[config.mk]
export PLATFORM = sky130hd
export DESIGN_NAME = masout_top
export DESIGN_NICKNAME = d
export VERILOG_FILES = /design/src/logic/masout_pkg.sv /design/src/logic/masout_dram_seq.sv /design/src/logic/masout_sram_seq.sv /design/src/logic/masout_top.sv
export SDC_FILE = /design/constraint.sdc
export NUM_CORES = 1
export LEC_CHECK = 0
export BUFFER_PORTS_ARGS = -buffer_cell sky130_fd_sc_hd__buf_2
export CORE_MARGIN = 1
export CORE_UTILIZATION = 45
export CTS_CLUSTER_DIAMETER = 40
export DETAILED_ROUTE_END_ITERATION = 16
export SLEW_MARGIN = 20
export SYNTH_ARGS = -nofsm -noshare
export SYNTH_HDL_FRONTEND = slang
export SYNTH_HIERARCHICAL = 1
export SYNTH_SLANG_ARGS = --single-unit
[constraint.sdc]
create_clock -name sys_clk_i -period 5.5 [get_ports sys_clk_i]
set_input_delay 1.1 -clock sys_clk_i [delete_from_list [all_inputs] [get_ports sys_clk_i]]
set_output_delay 1.1 -clock sys_clk_i [all_outputs]
set_load 0.01 [all_outputs]
[src/logic/masout_pkg.sv]
// Constants and types for the memory address and strobe output block.
// Assumes one 40 MHz clock and an active-low asynchronous reset.
// What this block does
// - Static banks: drive word address bits 13:2
// - Static burst: address increments per transfer
// - DRAM: row/column address 11:0 by geometry
// - Static write strobe n only for lane n
// - Write data valid at strobe rising edge
// - Row strobe only with valid row address
// - Row strobe deasserts after last transfer
// - Non-interleaved: row strobe n for bank n
// - Interleaved: strobes 0,2 even; 1,3 odd
// - Everything timed on the single clock
// - Column strobes with column address; all on refresh
// - One static bank select, held whole access
package masout_pkg;
  localparam int SRAM_LSB = 2;
  localparam int ROW_LSB = 11;
  localparam int COL_LSB = 2;
  localparam logic [11:0] MUX_RST = 12'h000;
  localparam logic [3:0] RAS_IDLE = 4'hf;
  localparam logic [7:0] CAS_IDLE = 8'hff;
  localparam logic [3:0] WSTB_IDLE = 4'hf;
  localparam logic [1:0] CE_IDLE = 2'h3;
  localparam logic [7:0] BURST_RST = 8'h00;

  typedef enum logic [1:0] {
    MASOUT_IDLE,
    MASOUT_ROW,
    MASOUT_COL,
    MASOUT_DONE
  } masout_dram_st_t;

  typedef enum logic [1:0] {
    MASOUT_S_IDLE,
    MASOUT_S_SETUP,
    MASOUT_S_STROBE,
    MASOUT_S_HOLD
  } masout_sram_st_t;

  // Row bits of the local address, selected by DRAM geometry
  function automatic logic [11:0] masout_row(input logic [31:0] a, input logic [1:0] sz);
    logic [31:0] s;
    s = a >> (ROW_LSB + sz);
    return s[11:0];
  endfunction

  // Column bits start at the word address, one bit higher when interleaved
  function automatic logic [11:0] masout_col(input logic [31:0] a, input logic il);
    logic [31:0] s;
    s = il ? (a >> (COL_LSB + 1)) : (a >> COL_LSB);
    return s[11:0];
  endfunction
endpackage

[src/logic/masout_dram_seq.sv]
// DRAM access sequencer: row phase, column phase, refresh, strobe steering.
// Assumes one DRAM request at a time and a registered parent.
`timescale 1ns/1ps
module masout_dram_seq
(
  input wire logic sys_clk_i,
  input wire logic arst_n_i,
  input wire logic start_i,
  input wire logic refresh_i,
  input wire logic interleave_i,
  input wire logic [1:0] bank_i,
  input wire logic [1:0] size_sel_i,
  input wire logic [31:0] addr_i,
  input wire logic [3:0] byte_lane_enable_n_i,
  input wire logic [7:0] beats_i,
  output logic [11:0] addr_o,
  output logic [3:0] row_strobe_n_o,
  output logic [7:0] column_strobe_n_o,
  output logic busy_o,
  output logic done_o
);
  import masout_pkg::*;
  masout_dram_st_t st_r, st_nxt;
  logic [11:0] addr_r;
  logic [3:0] ras_r;
  logic [7:0] cas_r;
  logic [7:0] left_r;
  logic [31:0] a_r;
  logic il_r;
  logic rf_r;
  logic [3:0] lanes_r;
  logic [3:0] ras_sel_r;
  wire last_w = (left_r == BURST_RST);
  wire leaf_w = addr_i[2];
  // Interleaved: even leaf uses 0 and 2, odd leaf 1 and 3, pair by bank bit 1
  wire [3:0] ras_il_w = 4'h1 << {bank_i[1], leaf_w};
  wire [3:0] ras_ni_w = 4'h1 << bank_i;
  wire [3:0] ras_pick_w = interleave_i ? ras_il_w : ras_ni_w;
  wire [7:0] cas_lane_w = il_r ? (a_r[2] ? {~lanes_r, 4'h0} : {4'h0, ~lanes_r}) : {~lanes_r, ~lanes_r};
  always_comb
  begin
    st_nxt = st_r;
    case (st_r)
      MASOUT_IDLE: if (start_i || refresh_i) st_nxt = MASOUT_ROW;
      MASOUT_ROW: st_nxt = MASOUT_COL;
      MASOUT_COL: if (last_w) st_nxt = MASOUT_DONE;
      MASOUT_DONE: st_nxt = MASOUT_IDLE;
      default: st_nxt = MASOUT_IDLE;
    endcase
  end
  always_ff @(posedge sys_clk_i or negedge arst_n_i)
  begin
    if (!arst_n_i)
    begin
      st_r <= MASOUT_IDLE;
      addr_r <= MUX_RST;
      ras_r <= RAS_IDLE;
      cas_r <= CAS_IDLE;
      left_r <= BURST_RST;
      a_r <= 32'h0000_0000;
      il_r <= 1'b0;
      rf_r <= 1'b0;
      lanes_r <= WSTB_IDLE;
      ras_sel_r <= 4'h0;
      done_o <= 1'b0;
    end
    else
    begin
      st_r <= st_nxt;
      done_o <= (st_r == MASOUT_DONE);
      case (st_r)
        MASOUT_IDLE:
          if (start_i || refresh_i)
          begin
            rf_r <= refresh_i && !start_i;
            a_r <= addr_i;
            il_r <= interleave_i;
            lanes_r <= byte_lane_enable_n_i;
            // Refresh is a single column cycle; a stray beat count would never count down
            left_r <= (refresh_i && !start_i) ? BURST_RST : beats_i;
            ras_sel_r <= (refresh_i && !start_i) ? 4'hf : ras_pick_w;
            addr_r <= masout_row(addr_i, size_sel_i);
          end
        MASOUT_ROW:
        begin
          ras_r <= ~ras_sel_r;
          cas_r <= CAS_IDLE;
        end
        MASOUT_COL:
        begin
          if (cas_r == CAS_IDLE || rf_r)
          begin
            // Column address and strobes move together; row strobe already low
            cas_r <= rf_r ? 8'h00 : ~cas_lane_w;
            if (cas_r == CAS_IDLE && !rf_r)
              addr_r <= masout_col(a_r, il_r);
          end
          if (cas_r != CAS_IDLE && !rf_r)
          begin
            left_r <= left_r - 8'h01;
            addr_r <= addr_r + 12'h001;
          end
          if (last_w && cas_r != CAS_IDLE)
            cas_r <= CAS_IDLE;
        end
        MASOUT_DONE:
        begin
          ras_r <= RAS_IDLE;
          cas_r <= CAS_IDLE;
        end
        default: ras_r <= RAS_IDLE;
      endcase
    end
  end
  assign addr_o = addr_r;
  assign row_strobe_n_o = ras_r;
  assign column_strobe_n_o = cas_r;
  assign busy_o = (st_r != MASOUT_IDLE);

  property p_ras_release;
    @(posedge sys_clk_i) disable iff (!arst_n_i) (st_r == MASOUT_DONE) |=> ras_r == RAS_IDLE;
  endproperty
  a_ras_release: assert property (p_ras_release) else $error("row strobe held after access");
  property p_ras_before_cas;
    @(posedge sys_clk_i) disable iff (!arst_n_i) (cas_r != CAS_IDLE && !rf_r) |-> ras_r != RAS_IDLE;
  endproperty
  a_ras_before_cas: assert property (p_ras_before_cas) else $error("column strobe without row strobe");
  property p_refresh_all;
    @(posedge sys_clk_i) disable iff (!arst_n_i) (rf_r && st_r == MASOUT_COL) |=> cas_r == 8'h00;
  endproperty
  a_refresh_all: assert property (p_refresh_all) else $error("refresh without all column strobes");
  property p_il_pair;
    @(posedge sys_clk_i) disable iff (!arst_n_i) (il_r && !rf_r && ras_r != RAS_IDLE) |->
      ((~ras_r & 4'h5) == 4'h0) || ((~ras_r & 4'ha) == 4'h0);
  endproperty
  a_il_pair: assert property (p_il_pair) else $error("leaf strobes mixed");
  property p_one_ras;
    @(posedge sys_clk_i) disable iff (!arst_n_i) (!rf_r) |-> $onehot0(~ras_r);
  endproperty
  a_one_ras: assert property (p_one_ras) else $error("several row strobes in access");
  c_dram_refresh: cover property (@(posedge sys_clk_i) disable iff (!arst_n_i) rf_r && cas_r == 8'h00);
  c_dram_il: cover property (@(posedge sys_clk_i) disable iff (!arst_n_i) il_r && ras_r != RAS_IDLE);
endmodule

[src/logic/masout_sram_seq.sv]
// Static memory access sequencer: bank select, address, write strobes.
// Assumes requests are held stable until done pulses.
`timescale 1ns/1ps
module masout_sram_seq
(
  input wire logic sys_clk_i,
  input wire logic arst_n_i,
  input wire logic start_i,
  input wire logic bank_i,
  input wire logic write_i,
  input wire logic [31:0] addr_i,
  input wire logic [3:0] byte_lane_enable_n_i,
  input wire logic [7:0] beats_i,
  output logic [11:0] addr_o,
  output logic [3:0] static_write_strobe_n_o,
  output logic [1:0] static_bank_select_n_o,
  output logic busy_o,
  output logic done_o
);
  import masout_pkg::*;
  masout_sram_st_t st_r, st_nxt;
  logic [7:0] left_r;
  logic [11:0] addr_r;
  logic [3:0] we_r;
  logic [1:0] ce_r;
  logic wr_r;
  logic [3:0] lanes_r;
  wire last_w = (left_r == BURST_RST);
  wire [1:0] ce_sel_w = bank_i ? 2'h1 : 2'h2;
  always_comb
  begin
    st_nxt = st_r;
    case (st_r)
      MASOUT_S_IDLE: if (start_i) st_nxt = MASOUT_S_SETUP;
      MASOUT_S_SETUP: st_nxt = MASOUT_S_STROBE;
      MASOUT_S_STROBE: st_nxt = MASOUT_S_HOLD;
      MASOUT_S_HOLD: st_nxt = last_w ? MASOUT_S_IDLE : MASOUT_S_SETUP;
      default: st_nxt = MASOUT_S_IDLE;
    endcase
  end
  always_ff @(posedge sys_clk_i or negedge arst_n_i)
  begin
    if (!arst_n_i)
    begin
      st_r <= MASOUT_S_IDLE;
      left_r <= BURST_RST;
      addr_r <= MUX_RST;
      we_r <= WSTB_IDLE;
      ce_r <= CE_IDLE;
      wr_r <= 1'b0;
      lanes_r <= WSTB_IDLE;
      done_o <= 1'b0;
    end
    else
    begin
      st_r <= st_nxt;
      done_o <= (st_r == MASOUT_S_HOLD) && last_w;
      if (st_r == MASOUT_S_IDLE && start_i)
      begin
        addr_r <= addr_i[SRAM_LSB +: 12];
        left_r <= beats_i;
        ce_r <= ce_sel_w;
        wr_r <= write_i;
        lanes_r <= byte_lane_enable_n_i;
      end
      if (st_r == MASOUT_S_HOLD && !last_w)
      begin
        addr_r <= addr_r + 12'h001;
        left_r <= left_r - 8'h01;
      end
      if (st_r == MASOUT_S_HOLD && last_w)
        ce_r <= CE_IDLE;
      // Strobe low one cycle; rises before address moves, data held through hold
      we_r <= (st_nxt == MASOUT_S_STROBE && wr_r) ? lanes_r : WSTB_IDLE;
    end
  end
  assign addr_o = addr_r;
  assign static_write_strobe_n_o = we_r;
  assign static_bank_select_n_o = ce_r;
  assign busy_o = (st_r != MASOUT_S_IDLE);

  property p_one_select;
    @(posedge sys_clk_i) disable iff (!arst_n_i) ce_r != 2'h0;
  endproperty
  a_one_select: assert property (p_one_select) else $error("both bank selects low");
  property p_we_lane;
    @(posedge sys_clk_i) disable iff (!arst_n_i) (~we_r & lanes_r) == 4'h0;
  endproperty
  a_we_lane: assert property (p_we_lane) else $error("strobe on unselected lane");
  property p_we_rise_addr;
    @(posedge sys_clk_i) disable iff (!arst_n_i) (we_r != WSTB_IDLE) |=> $stable(addr_r) && we_r == WSTB_IDLE;
  endproperty
  a_we_rise_addr: assert property (p_we_rise_addr) else $error("address moved at strobe rise");
  property p_burst_inc;
    @(posedge sys_clk_i) disable iff (!arst_n_i)
      (st_r == MASOUT_S_HOLD && !last_w) |=> addr_r == $past(addr_r) + 12'h001;
  endproperty
  a_burst_inc: assert property (p_burst_inc) else $error("burst address not incremented");
  c_sram_write: cover property (@(posedge sys_clk_i) disable iff (!arst_n_i) we_r != WSTB_IDLE);
endmodule

[src/logic/masout_top.sv]
// Memory address and strobe output pins of the local memory controller.
// Assumes one request at a time, held until done; all on sys_clk_i.
`timescale 1ns/1ps
module masout_top
(
  input wire logic sys_clk_i,
  input wire logic arst_n_i,
  input wire logic req_i,
  input wire logic is_dram_i,
  input wire logic refresh_i,
  input wire logic write_i,
  input wire logic static_bank_i,
  input wire logic [1:0] dram_bank_i,
  input wire logic interleave_i,
  input wire logic [1:0] size_sel_i,
  input wire logic [31:0] local_addr_data_i,
  input wire logic [3:0] byte_lane_enable_n_i,
  input wire logic [7:0] beats_i,
  output logic [11:0] mem_mux_addr_o,
  output logic [3:0] static_write_strobe_n_o,
  output logic [3:0] row_strobe_n_o,
  output logic [7:0] column_strobe_n_o,
  output logic [1:0] static_bank_select_n_o,
  output logic done_o
);
  import masout_pkg::*;
  logic [11:0] s_addr, d_addr;
  logic [3:0] s_we, d_ras;
  logic [7:0] d_cas;
  logic [1:0] s_ce;
  logic s_busy, d_busy, s_done, d_done;
  logic [11:0] mux_r;
  logic [3:0] we_r, ras_r;
  logic [7:0] cas_r;
  logic [1:0] ce_r;
  logic done_r;
  // Held off while done drains out, so a request still held is not taken twice
  wire idle_w = !s_busy && !d_busy && !s_done && !d_done && !done_r;
  wire s_go_w = req_i && !is_dram_i && idle_w;
  wire d_go_w = req_i && is_dram_i && idle_w;
  wire [11:0] mux_w = d_busy ? d_addr : s_addr;

  masout_sram_seq i_masout_sram_seq (
    .sys_clk_i(sys_clk_i),
    .arst_n_i(arst_n_i),
    .start_i(s_go_w),
    .bank_i(static_bank_i),
    .write_i(write_i),
    .addr_i(local_addr_data_i),
    .byte_lane_enable_n_i(byte_lane_enable_n_i),
    .beats_i(beats_i),
    .addr_o(s_addr),
    .static_write_strobe_n_o(s_we),
    .static_bank_select_n_o(s_ce),
    .busy_o(s_busy),
    .done_o(s_done)
  );
  masout_dram_seq i_masout_dram_seq (
    .sys_clk_i(sys_clk_i),
    .arst_n_i(arst_n_i),
    .start_i(d_go_w),
    .refresh_i(refresh_i && idle_w && !req_i),
    .interleave_i(interleave_i),
    .bank_i(dram_bank_i),
    .size_sel_i(size_sel_i),
    .addr_i(local_addr_data_i),
    .byte_lane_enable_n_i(byte_lane_enable_n_i),
    .beats_i(beats_i),
    .addr_o(d_addr),
    .row_strobe_n_o(d_ras),
    .column_strobe_n_o(d_cas),
    .busy_o(d_busy),
    .done_o(d_done)
  );

  // One clock domain only; pins re-registered, adding one cycle to every strobe
  always_ff @(posedge sys_clk_i or negedge arst_n_i)
  begin
    if (!arst_n_i)
    begin
      mux_r <= MUX_RST;
      we_r <= WSTB_IDLE;
      ras_r <= RAS_IDLE;
      cas_r <= CAS_IDLE;
      ce_r <= CE_IDLE;
      done_r <= 1'b0;
    end
    else
    begin
      mux_r <= mux_w;
      we_r <= s_we;
      ras_r <= d_ras;
      cas_r <= d_cas;
      ce_r <= s_ce;
      done_r <= s_done || d_done;
    end
  end
  assign mem_mux_addr_o = mux_r;
  assign static_write_strobe_n_o = we_r;
  assign row_strobe_n_o = ras_r;
  assign column_strobe_n_o = cas_r;
  assign static_bank_select_n_o = ce_r;
  assign done_o = done_r;

  property p_sram_addr;
    @(posedge sys_clk_i) disable iff (!arst_n_i) s_go_w |-> ##2 mem_mux_addr_o == $past(local_addr_data_i[13:2], 2);
  endproperty
  a_sram_addr: assert property (p_sram_addr) else $error("static address not word address");
  property p_ras_row;
    @(posedge sys_clk_i) disable iff (!arst_n_i)
      $rose(ras_r != RAS_IDLE) |-> $stable(mem_mux_addr_o);
  endproperty
  a_ras_row: assert property (p_ras_row) else $error("row address changed as row strobe fell");
  property p_no_mix;
    @(posedge sys_clk_i) disable iff (!arst_n_i) !(ce_r != CE_IDLE && ras_r != RAS_IDLE);
  endproperty
  a_no_mix: assert property (p_no_mix) else $error("static and DRAM strobes together");
  c_burst: cover property (@(posedge sys_clk_i) disable iff (!arst_n_i) s_go_w && beats_i != 8'h00);
  c_done: cover property (@(posedge sys_clk_i) disable iff (!arst_n_i) done_o);
endmodule

Yosys cells after proc, flatten, opt, wreduce, memory -nomap -nowiden
Cells that the tools add are included.
W data, S select, Z words.
Operators by class
  reductions and logical operators: 48
  muxes and demuxes: 34
  bitwise operators: 3
  equal/unequal tests: 15
  $add $sub $neg: 5
  shift-type cells: 3
Operators with widths (number)
  $mux W12: 8
  $mux W8: 10
  $pmux W8 S2: 2
  $shr A32 B5 Y12: 1
  $add A12 B1 Y12 const B: 2
  $pmux W12 S2: 1
  $logic_and A1 B1 Y1: 18
  $logic_not A8 Y1: 2
  $pmux W2 S4: 2
  $sub A8 B1 Y8 const B: 2
  $reduce_bool A2 Y1: 7
  $mux W2: 6
  $mux W4: 3
  $eq A2 B2 Y1 const B: 5
  $logic_not A1 Y1: 10
  $ne A3 B1 Y1 const B: 3
  $eq A8 B8 Y1 const B: 1
  $ne A8 B8 Y1 const B: 1
  $not A4 Y4: 2
  $not A8 Y8: 1
  $pmux W4 S2: 1
  $shl A1 B2 Y4 const A: 2
  $ne A2 B1 Y1 const B: 3
  $reduce_and A2 Y1: 3
  8 further kinds: 12
Word-level totals
  output and inout port bits: 31
  bits in registers: 125

Longest topological paths before layout
Gate-level depths: netlist of the first run.
  depth after elaboration: 12
  depth in mapped cells: 13

Hierarchy
The synthesis of the first run kept the hierarchy.
By module, submodules not included
  masout_dram_seq: cells an instance 346, seq. area each 1471.4 µm², times used 1, area each 3482.1 µm²
  masout_sram_seq: cells an instance 198, seq. area each 863.3 µm², times used 1, area each 1945.6 µm²
  masout_top: cells an instance 52, seq. area each 798.3 µm², times used 1, area each 1008.5 µm²

Worst setup path before layout of the first run
Ideal clock, no wire load.
  path type: input to register
  start: input req_i
  end: register i_masout_dram_seq.addr_r[5] (netlist: i_masout_dram_seq/addr_o[5])
  buffers on the path: 1
  required time: 5.360 ns
  path slack: 2.795 ns
  stages on the path: 7
  data arrival time: 2.565 ns
  cell sequence: nor3_1 nor4bb_1 or3b_4 nand2_1 buf_4 a2111oi_0 a211oi_1
On the way
  longest elaborated chain between the ends: 5
  elaborated cells on any way between the ends: 7
RTL lines
  from (decl): line masout_top.sv:8  | input wire logic req_i,
  $logic_and A1 B1 Y1 or $logic_not A1 Y1 (tied branches): line masout_top.sv:40, masout_top.sv:62
  $logic_and A1 B1 Y1, on equally long branches: line masout_top.sv:40, masout_top.sv:62
  $logic_or A1 B1 Y1 *: line masout_dram_seq.sv:73  | if (start_i || refresh_i)
  $ne A2 B1 Y1 (no line) *
  $reduce_and A4 Y1 (no line) *
  to (signal assigned): line masout_dram_seq.sv:82  | addr_r <= masout_row(addr_i, size_sel_i);
  to (signal assigned): line masout_dram_seq.sv:96  | addr_r <= masout_col(a_r, il_r);
  to (signal assigned): line masout_dram_seq.sv:101  | addr_r <= addr_r + 12'h001;
  to (decl): line masout_dram_seq.sv:24  | logic [11:0] addr_r;
Mark *: on every way between the ends. The rest lies on a longest branch, timed or not.
A chain may end at the register's enable or synchronous reset.

Worst setup path after layout of the first run
  start: register i_masout_dram_seq.st_r[0]
  end: register i_masout_dram_seq.addr_r[6] (netlist: i_masout_dram_seq/addr_o[6])
On the way
  longest elaborated chain between the ends: 11
  elaborated cells on any way between the ends: 18
RTL lines
  from (decl): line masout_dram_seq.sv:23  | masout_dram_st_t st_r, st_nxt;
  from (signal assigned): line masout_dram_seq.sv:69  | st_r <= st_nxt;
  $reduce_bool A2 Y1 *: line masout_dram_seq.sv:118  | assign busy_o = (st_r != MASOUT_IDLE);
  net d_busy: line masout_top.sv:31  | logic s_busy, d_busy, s_done, d_done;
  $logic_not A1 Y1 *: line masout_top.sv:38  | wire idle_w = !s_busy && !d_busy && !s_done && !d_done && !done_r;
  $logic_and A1 B1 Y1 * (4 in a row): line masout_top.sv:38
  $logic_and A1 B1 Y1 (2 in a row): line masout_top.sv:62  | .refresh_i(refresh_i && idle_w && !req_i),
  $logic_or A1 B1 Y1 *: line masout_dram_seq.sv:73
  $ne A2 B1 Y1 (no line) *
  $reduce_and A4 Y1 (no line) *
The timed path passes the listed nets; every way through them passes the cells marked *.

==> metrics, run 1 <==
status finished, final reports clean; most frequent cells in the layout dfrtp_1 (79), buf_2 (77), a21oi_1 (50); Final HPWL DP 11100 um; syn_nets 666; DIE WIDTH 122 um; Post-Synthesis Cells 596; post-synthesis sequential area ratio 48.7%; Sink Count 123; worst vdd ir 0.288 mV; final wirelength 15800 um; max cap viols 0; dpl ws 1980 ps; WL met3 732 um; wire per inst 18.4 um; Worst EP required 5780 ps; Worst-Skew Late Latency 420 ps; nets@finish 736; DRC 0; post-synthesis async set-or-reset flop share 100%; effective utilization at floorplan 46.2%; Layout area overhead 16.9%; ys flop type dfrtp_1; ANT nets after route 0; Register Area 3130 um^2; CP endpoint kind register; detailed-router iteration count before antenna repair 4; crit-path max FO 16; Pleak 3.19 nW; critical path type register to register; met2 routed WL 7370 um; P per Cell Area 624 nW/um^2; Sum Neg Setup Slack 0 ps; fin crit share 65.0%; commonest non-fill, non-tap cell in the layout dfrtp_1; Final Hold Fails 0; Final Max Tran Viols 0; first-pass GRT wire length 25500 um; DRT iter0 DRCs 269; element type at the critical path start register; CTS max path bufs 2; Root Driver clkbuf_16; Inserted Clock Buffers 17; Std-Cell Rows 43; Post-synth EDFFs 0; core footprint 13900 um^2; Slew headroom 32.4%; DRT met1 WL 7560 um; vias 4948; initial antenna violation count 0; synthesized area per cell 10.8 um^2; I/O pins 87; Arr. time, crit path 3850 ps; area of placed instances 6910 um^2; minimum clock period 3580 ps; Die Height 122 um; ANT cells 0; #FFs+latches synth 123; Synth warnings 6; Setup Buffers After CTS 0; RePlAce Congestion 0.866; synth unique cells 78; post-cts sizing count 0; fill count 1231; RSZ-0062 raised after global routing false; synthesized area 6440 um^2; Worst Skew 6.66 ps; hold_buf cts 0; Overflow after GRT 0; vias in the first global route 4808; Min-Delay Path Class register to register; clk slew on worst S/H paths 60 ps; top layer in use met4; die area 14800 um^2; final worst setup slack 1920 ps; Slew @ Worst Pin 1000 ps; hold_ws 355 ps; CTS H-tree lvls 4; GRT Util Overall 22.9%; PortBufs 78; Core Util, Final 54.0%; vias per cell 5.76; Post-Layout Inst Area 7520 um^2; register-to-register setup slack 1920 ps; Final Setup Violations 0; Fmax achieved 0.280 GHz; CTS tree yes; multi-input logic area 3040 um^2; fraction of layout cells with a size suffix above 1 32.7%; largest net degree at the start of global routing 81
[sequential cells by signal (all words and copies together) (netlist names), 8 cells and up]
register                             flops
i_masout_dram_seq/a_r                   13
i_masout_dram_seq/addr_o                12
i_masout_sram_seq/addr_o                12
mem_mux_addr_o                          12
column_strobe_n_o                        8
i_masout_dram_seq/column_strobe_n_o      8
i_masout_dram_seq/left_r                 8
i_masout_sram_seq/left_r                 8
[cell type report]
class,count,share of cell area [%]
Inverter,21,1.05
Sequential cell,123,41.6
Multi-Input combinational cell,420,40.4
Clock inverter,9,1.08
Timing Repair Buffer,83,5.77
Tap cell,180,2.99
Clock buffer,23,7.05
[kinds of logic after synthesis]
logic type / after synthesis / synth area share (%)
compound gates: 163 / 18.2
xor+xnor: 6 / 0.816
fa+ha+maj: 14 / 2.72
buf+inv: 53 / 4.16
flops: 123 / 48.7
mux: 58 / 9.76
simple gates: 179 / 15.6
[through the flow]
| step | power (mW) | std cells |
|---|---|---|
| final | 4.69 | 859 |
| after global routing | 5.01 | 859 |
| after CTS | 4.72 | 859 |
| after detailed placement | 3.57 | 827 |
| after global placement | 3.50 | 827 |
| after floorplan | 3.09 | 596 |
[worst paths after layout]
path / from / end / depth (start not counted)
worst max-delay path: i_masout_dram_seq/st_r[0]$_DFFE_PN0P_ / i_masout_dram_seq/addr_o[6]$_DFFE_PN0P_ / 9
worst min-delay path: i_masout_sram_seq/static_write_strobe_n_o[2]$_DFF_PN1_ / static_write_strobe_n_o[2]$_DFF_PN1_ / 0
worst max register to register: i_masout_dram_seq/st_r[0]$_DFFE_PN0P_ / i_masout_dram_seq/addr_o[6]$_DFFE_PN0P_ / 9
worst min register to register: i_masout_sram_seq/static_write_strobe_n_o[2]$_DFF_PN1_ / static_write_strobe_n_o[2]$_DFF_PN1_ / 0
max in group asynchronous: arst_n_i / i_masout_sram_seq/static_bank_select_n_o[1]$_DFFE_PN1P_ / 2
min in group asynchronous: arst_n_i / i_masout_dram_seq/addr_o[6]$_DFFE_PN0P_ / 1
[report_power, final]
group          internal, mW  total (mW)  switching, mW  leakage, nW
logic                 0.776        1.85           1.08         1.50
registers              1.36        1.72          0.355         1.39
clock network         0.720        1.12          0.404        0.297
[worst max-delay path, cell delays in order, from the launching register on]
cell and delay, ps:
dfrtp_1 400, inv_1 120, ha_1 300, inv_1 370, nor3_1 250, nor4bb_1 810
or3b_4 290, nand2_1 260, a2111oi_0 510, a211oi_1 100
[Yosys cell counts, types with 6 or more instances]
cell type,count,share of area (%)
and3_1,7,0.68
nor2b_1,8,0.78
or3_1,9,0.87
nor2_1,34,2.0
dfstp_2,44,18
o22ai_1,6,0.58
nand2_1,49,2.9
nor3_1,8,0.62
nand3_1,16,1.2
mux2_2,38,6.6
o221a_1,7,1.2
o21ai_0,22,1.7
a21oi_1,50,3.9
buf_2,16,1.2
nand4_1,9,0.87
mux2i_1,20,3.1
dfrtp_1,79,31
inv_1,21,1.2
ha_1,14,2.7
a211oi_1,8,0.93
clkbuf_1,6,0.35
o211ai_1,9,1.0
[metal layers]
layer,vias to the layer above,global-route usage (%)
met5,-,0
li1,2356,-
met3,9,5.43
met4,0,6.56
met1,2453,32.3
met2,130,35.1
Power figures use the tool's default switching activity.
==> run 2, diff against run 1 <==
--- a/config.mk
+++ b/config.mk
@@ -10,6 +10,7 @@
 export CORE_UTILIZATION = 45
 export CTS_CLUSTER_DIAMETER = 40
 export DETAILED_ROUTE_END_ITERATION = 16
+export PLACE_DENSITY = 0.67
 export SLEW_MARGIN = 20
 export SYNTH_ARGS = -nofsm -noshare
 export SYNTH_HDL_FRONTEND = slang
==> constraint.sdc (replaced) <==
create_clock -name sys_clk_i -period 3 [get_ports sys_clk_i]
set_input_delay 0.6 -clock sys_clk_i [delete_from_list [all_inputs] [get_ports sys_clk_i]]
set_output_delay 0.6 -clock sys_clk_i [all_outputs]
set_load 0.01 [all_outputs]
==> run 2 against run 1 <==
  * Die area did not move
  * Critical path type unchanged
  * Via count rose by 1.5%
  * Routed wire length fell by 0.52%
  * Clock skew rose by 2.3 ps
  * Largest power group unchanged
  * Sequential cell count did not move
  * Largest cell class unchanged
  * Non-clock buffer count rose by 16
==> metrics, run 2 (synthesis gave the netlist of run 1 again) <==
status finished, final reports clean; Final Setup Violations 0 (unchanged); Crit. Startpoint i_masout_sram_seq/st_r[0]$_DFF_PN0_; dpl ws 255 ps (-1720 ps); Total Power 8.66 mW (+85%); I/O pins 87 (unchanged); DRC 0 (unchanged); vias per cell 5.74 (-0.40%); initial antenna violation count 0 (unchanged); fill count 1189 (-3.4%); core footprint 13900 um^2 (unchanged); Pleak 3.25 nW (+2.1%); clk slew on worst S/H paths 60 ps (about the same); worst reg2reg path depth 9 (unchanged); Fmax achieved 0.360 GHz (+29%); Overflow after GRT 0 (unchanged); P per Cell Area 1140 nW/um^2 (+82%); commonest non-fill, non-tap cell in the layout dfrtp_1; wire per inst 17.9 um (-2.3%); CTS max path bufs 2 (unchanged); vias in the first global route 4792 (-0.33%); ANT cells 0 (unchanged); minimum clock period 2780 ps (-796 ps); final wirelength 15700 um (-0.52%); FF-to-FF End i_masout_sram_seq/addr_o[4]$_DFFE_PN0P_; fin crit share 92.6% (+28 points); PortBufs 78 (unchanged); Final Hold Fails 0 (unchanged); DIE WIDTH 122 um (unchanged); first-pass GRT wire length 25200 um (-0.92%); CTS tree yes; Register Area 3130 um^2 (unchanged); effective utilization at floorplan 46.2% (unchanged); die area 14800 um^2 (unchanged); worst vdd ir 0.564 mV (+96%); hold_buf cts 0 (unchanged); vias 5020 (+1.5%); critical path type register to register; detailed-router iteration count before antenna repair 6 (+2); largest net degree at the start of global routing 54 (-33%); Worst EP required 3310 ps (-2470 ps); crit-path max FO 9 (-7); element type at the critical path start register; Setup Buffers After CTS 0 (unchanged); GRT Util Overall 22.6% (-0.32 points); Final HPWL DP 11300 um (+2.1%); Worst-Skew Late Latency 430 ps (about the same); Sum Neg Setup Slack 0 ps (unchanged); Layout area overhead 18.3%; Final Max Tran Viols 0 (unchanged); most frequent cells in the layout dfrtp_1 (79), buf_2 (77), a21oi_1 (50); Slew @ Worst Pin 747 ps (-254 ps); Min-Delay Path Class primary input to asynchronous set/reset pin; DRT iter0 DRCs 216 (-20%); Root Driver clkbuf_16; Inserted Clock Buffers 17 (unchanged); FF-to-FF Start i_masout_sram_seq/st_r[0]$_DFF_PN0_; ANT nets after route 0 (unchanged); nets@finish 752 (+2.2%); fraction of layout cells with a size suffix above 1 34.2% (+1.5 points); Largest Register i_masout_dram_seq/a_r; post-cts sizing count 0 (unchanged); Sink Count 123 (unchanged); multi-input logic area 3040 um^2 (unchanged); Worst Skew 8.93 ps (+2.27 ps); final worst setup slack 221 ps (-1700 ps); Arr. time, crit path 3090 ps (-760 ps); CTS H-tree lvls 4 (unchanged); Std-Cell Rows 43 (unchanged); RePlAce Congestion 0.867 (about the same); Die Height 122 um (unchanged); max FFs per register 13 (unchanged); Slew headroom 50.2% (+18 points); max cap viols 0 (unchanged); CP endpoint kind register; register-to-register setup slack 220 ps (-1700 ps); RSZ-0062 raised after global routing false
## run 2: routing by layer
metal | track usage [%] | share of wire [%] | wire length [um] | vias up
met5 | 0 | 0 | 0 | -
met4 | 7.87 | 1.6 | 256 | 0
met3 | 5.71 | 6.1 | 954 | 28
met2 | 33.6 | 46 | 7150 | 183
met1 | 31.9 | 47 | 7340 | 2421
li1 | - | - | - | 2388
## run 2: worst max path at each step
| stage | end | slack, ps |
|---|---|---|
| final | i_masout_sram_seq/addr_o[4]$_DFFE_PN0P_ | 220 |
| after global routing | i_masout_sram_seq/addr_o[4]$_DFFE_PN0P_ | 70 |
| after CTS | i_masout_sram_seq/addr_o[4]$_DFFE_PN0P_ | 230 |
| after detailed placement | i_masout_sram_seq/addr_o[4]$_DFFE_PN0P_ | 260 |
| after global placement | i_masout_sram_seq/addr_o[4]$_DFFE_PN0P_ | 320 |
| after floorplan | i_masout_dram_seq/addr_o[5]$_DFFE_PN0P_ | 470 |
## run 2: where the power goes
part,internal (mW),total [mW],switching (mW)
logic,1.53,3.56,2.03
registers,2.50,3.12,0.625
clock network,1.18,1.98,0.805
total,5.21,8.66,3.46
## run 2: cell type report
| cell class | count | share of cell area, % |
|---|---|---|
| Tap cell | 180 | 2.96 |
| Timing Repair Buffer | 99 | 7.39 |
| Multi-Input combinational cell | 420 | 39.9 |
| Clock buffer | 18 | 5.77 |
| Clock inverter | 14 | 1.81 |
| Inverter | 21 | 1.03 |
| Sequential cell | 123 | 41.1 |
## run 2: critical path, stage by stage, from the launching register on
cell	delay, ps
dfrtp_1	380
inv_1	150
ha_1	210
inv_1	70
or4_4	550
nor4b_4	310
and2_1	360
a211oi_4	130
a21o_1	210
a221o_1	280
## run 2: per-stage QoR
step	hold WS, ps	cells	instance area, um^2	utilization (%)
after global placement	346	843	7040	50.5
after floorplan	304	596	6440	-
after global routing	172	875	7620	54.7
after CTS	135	875	7620	54.7
final	137	875	7620	54.7
after detailed placement	347	843	7040	50.5
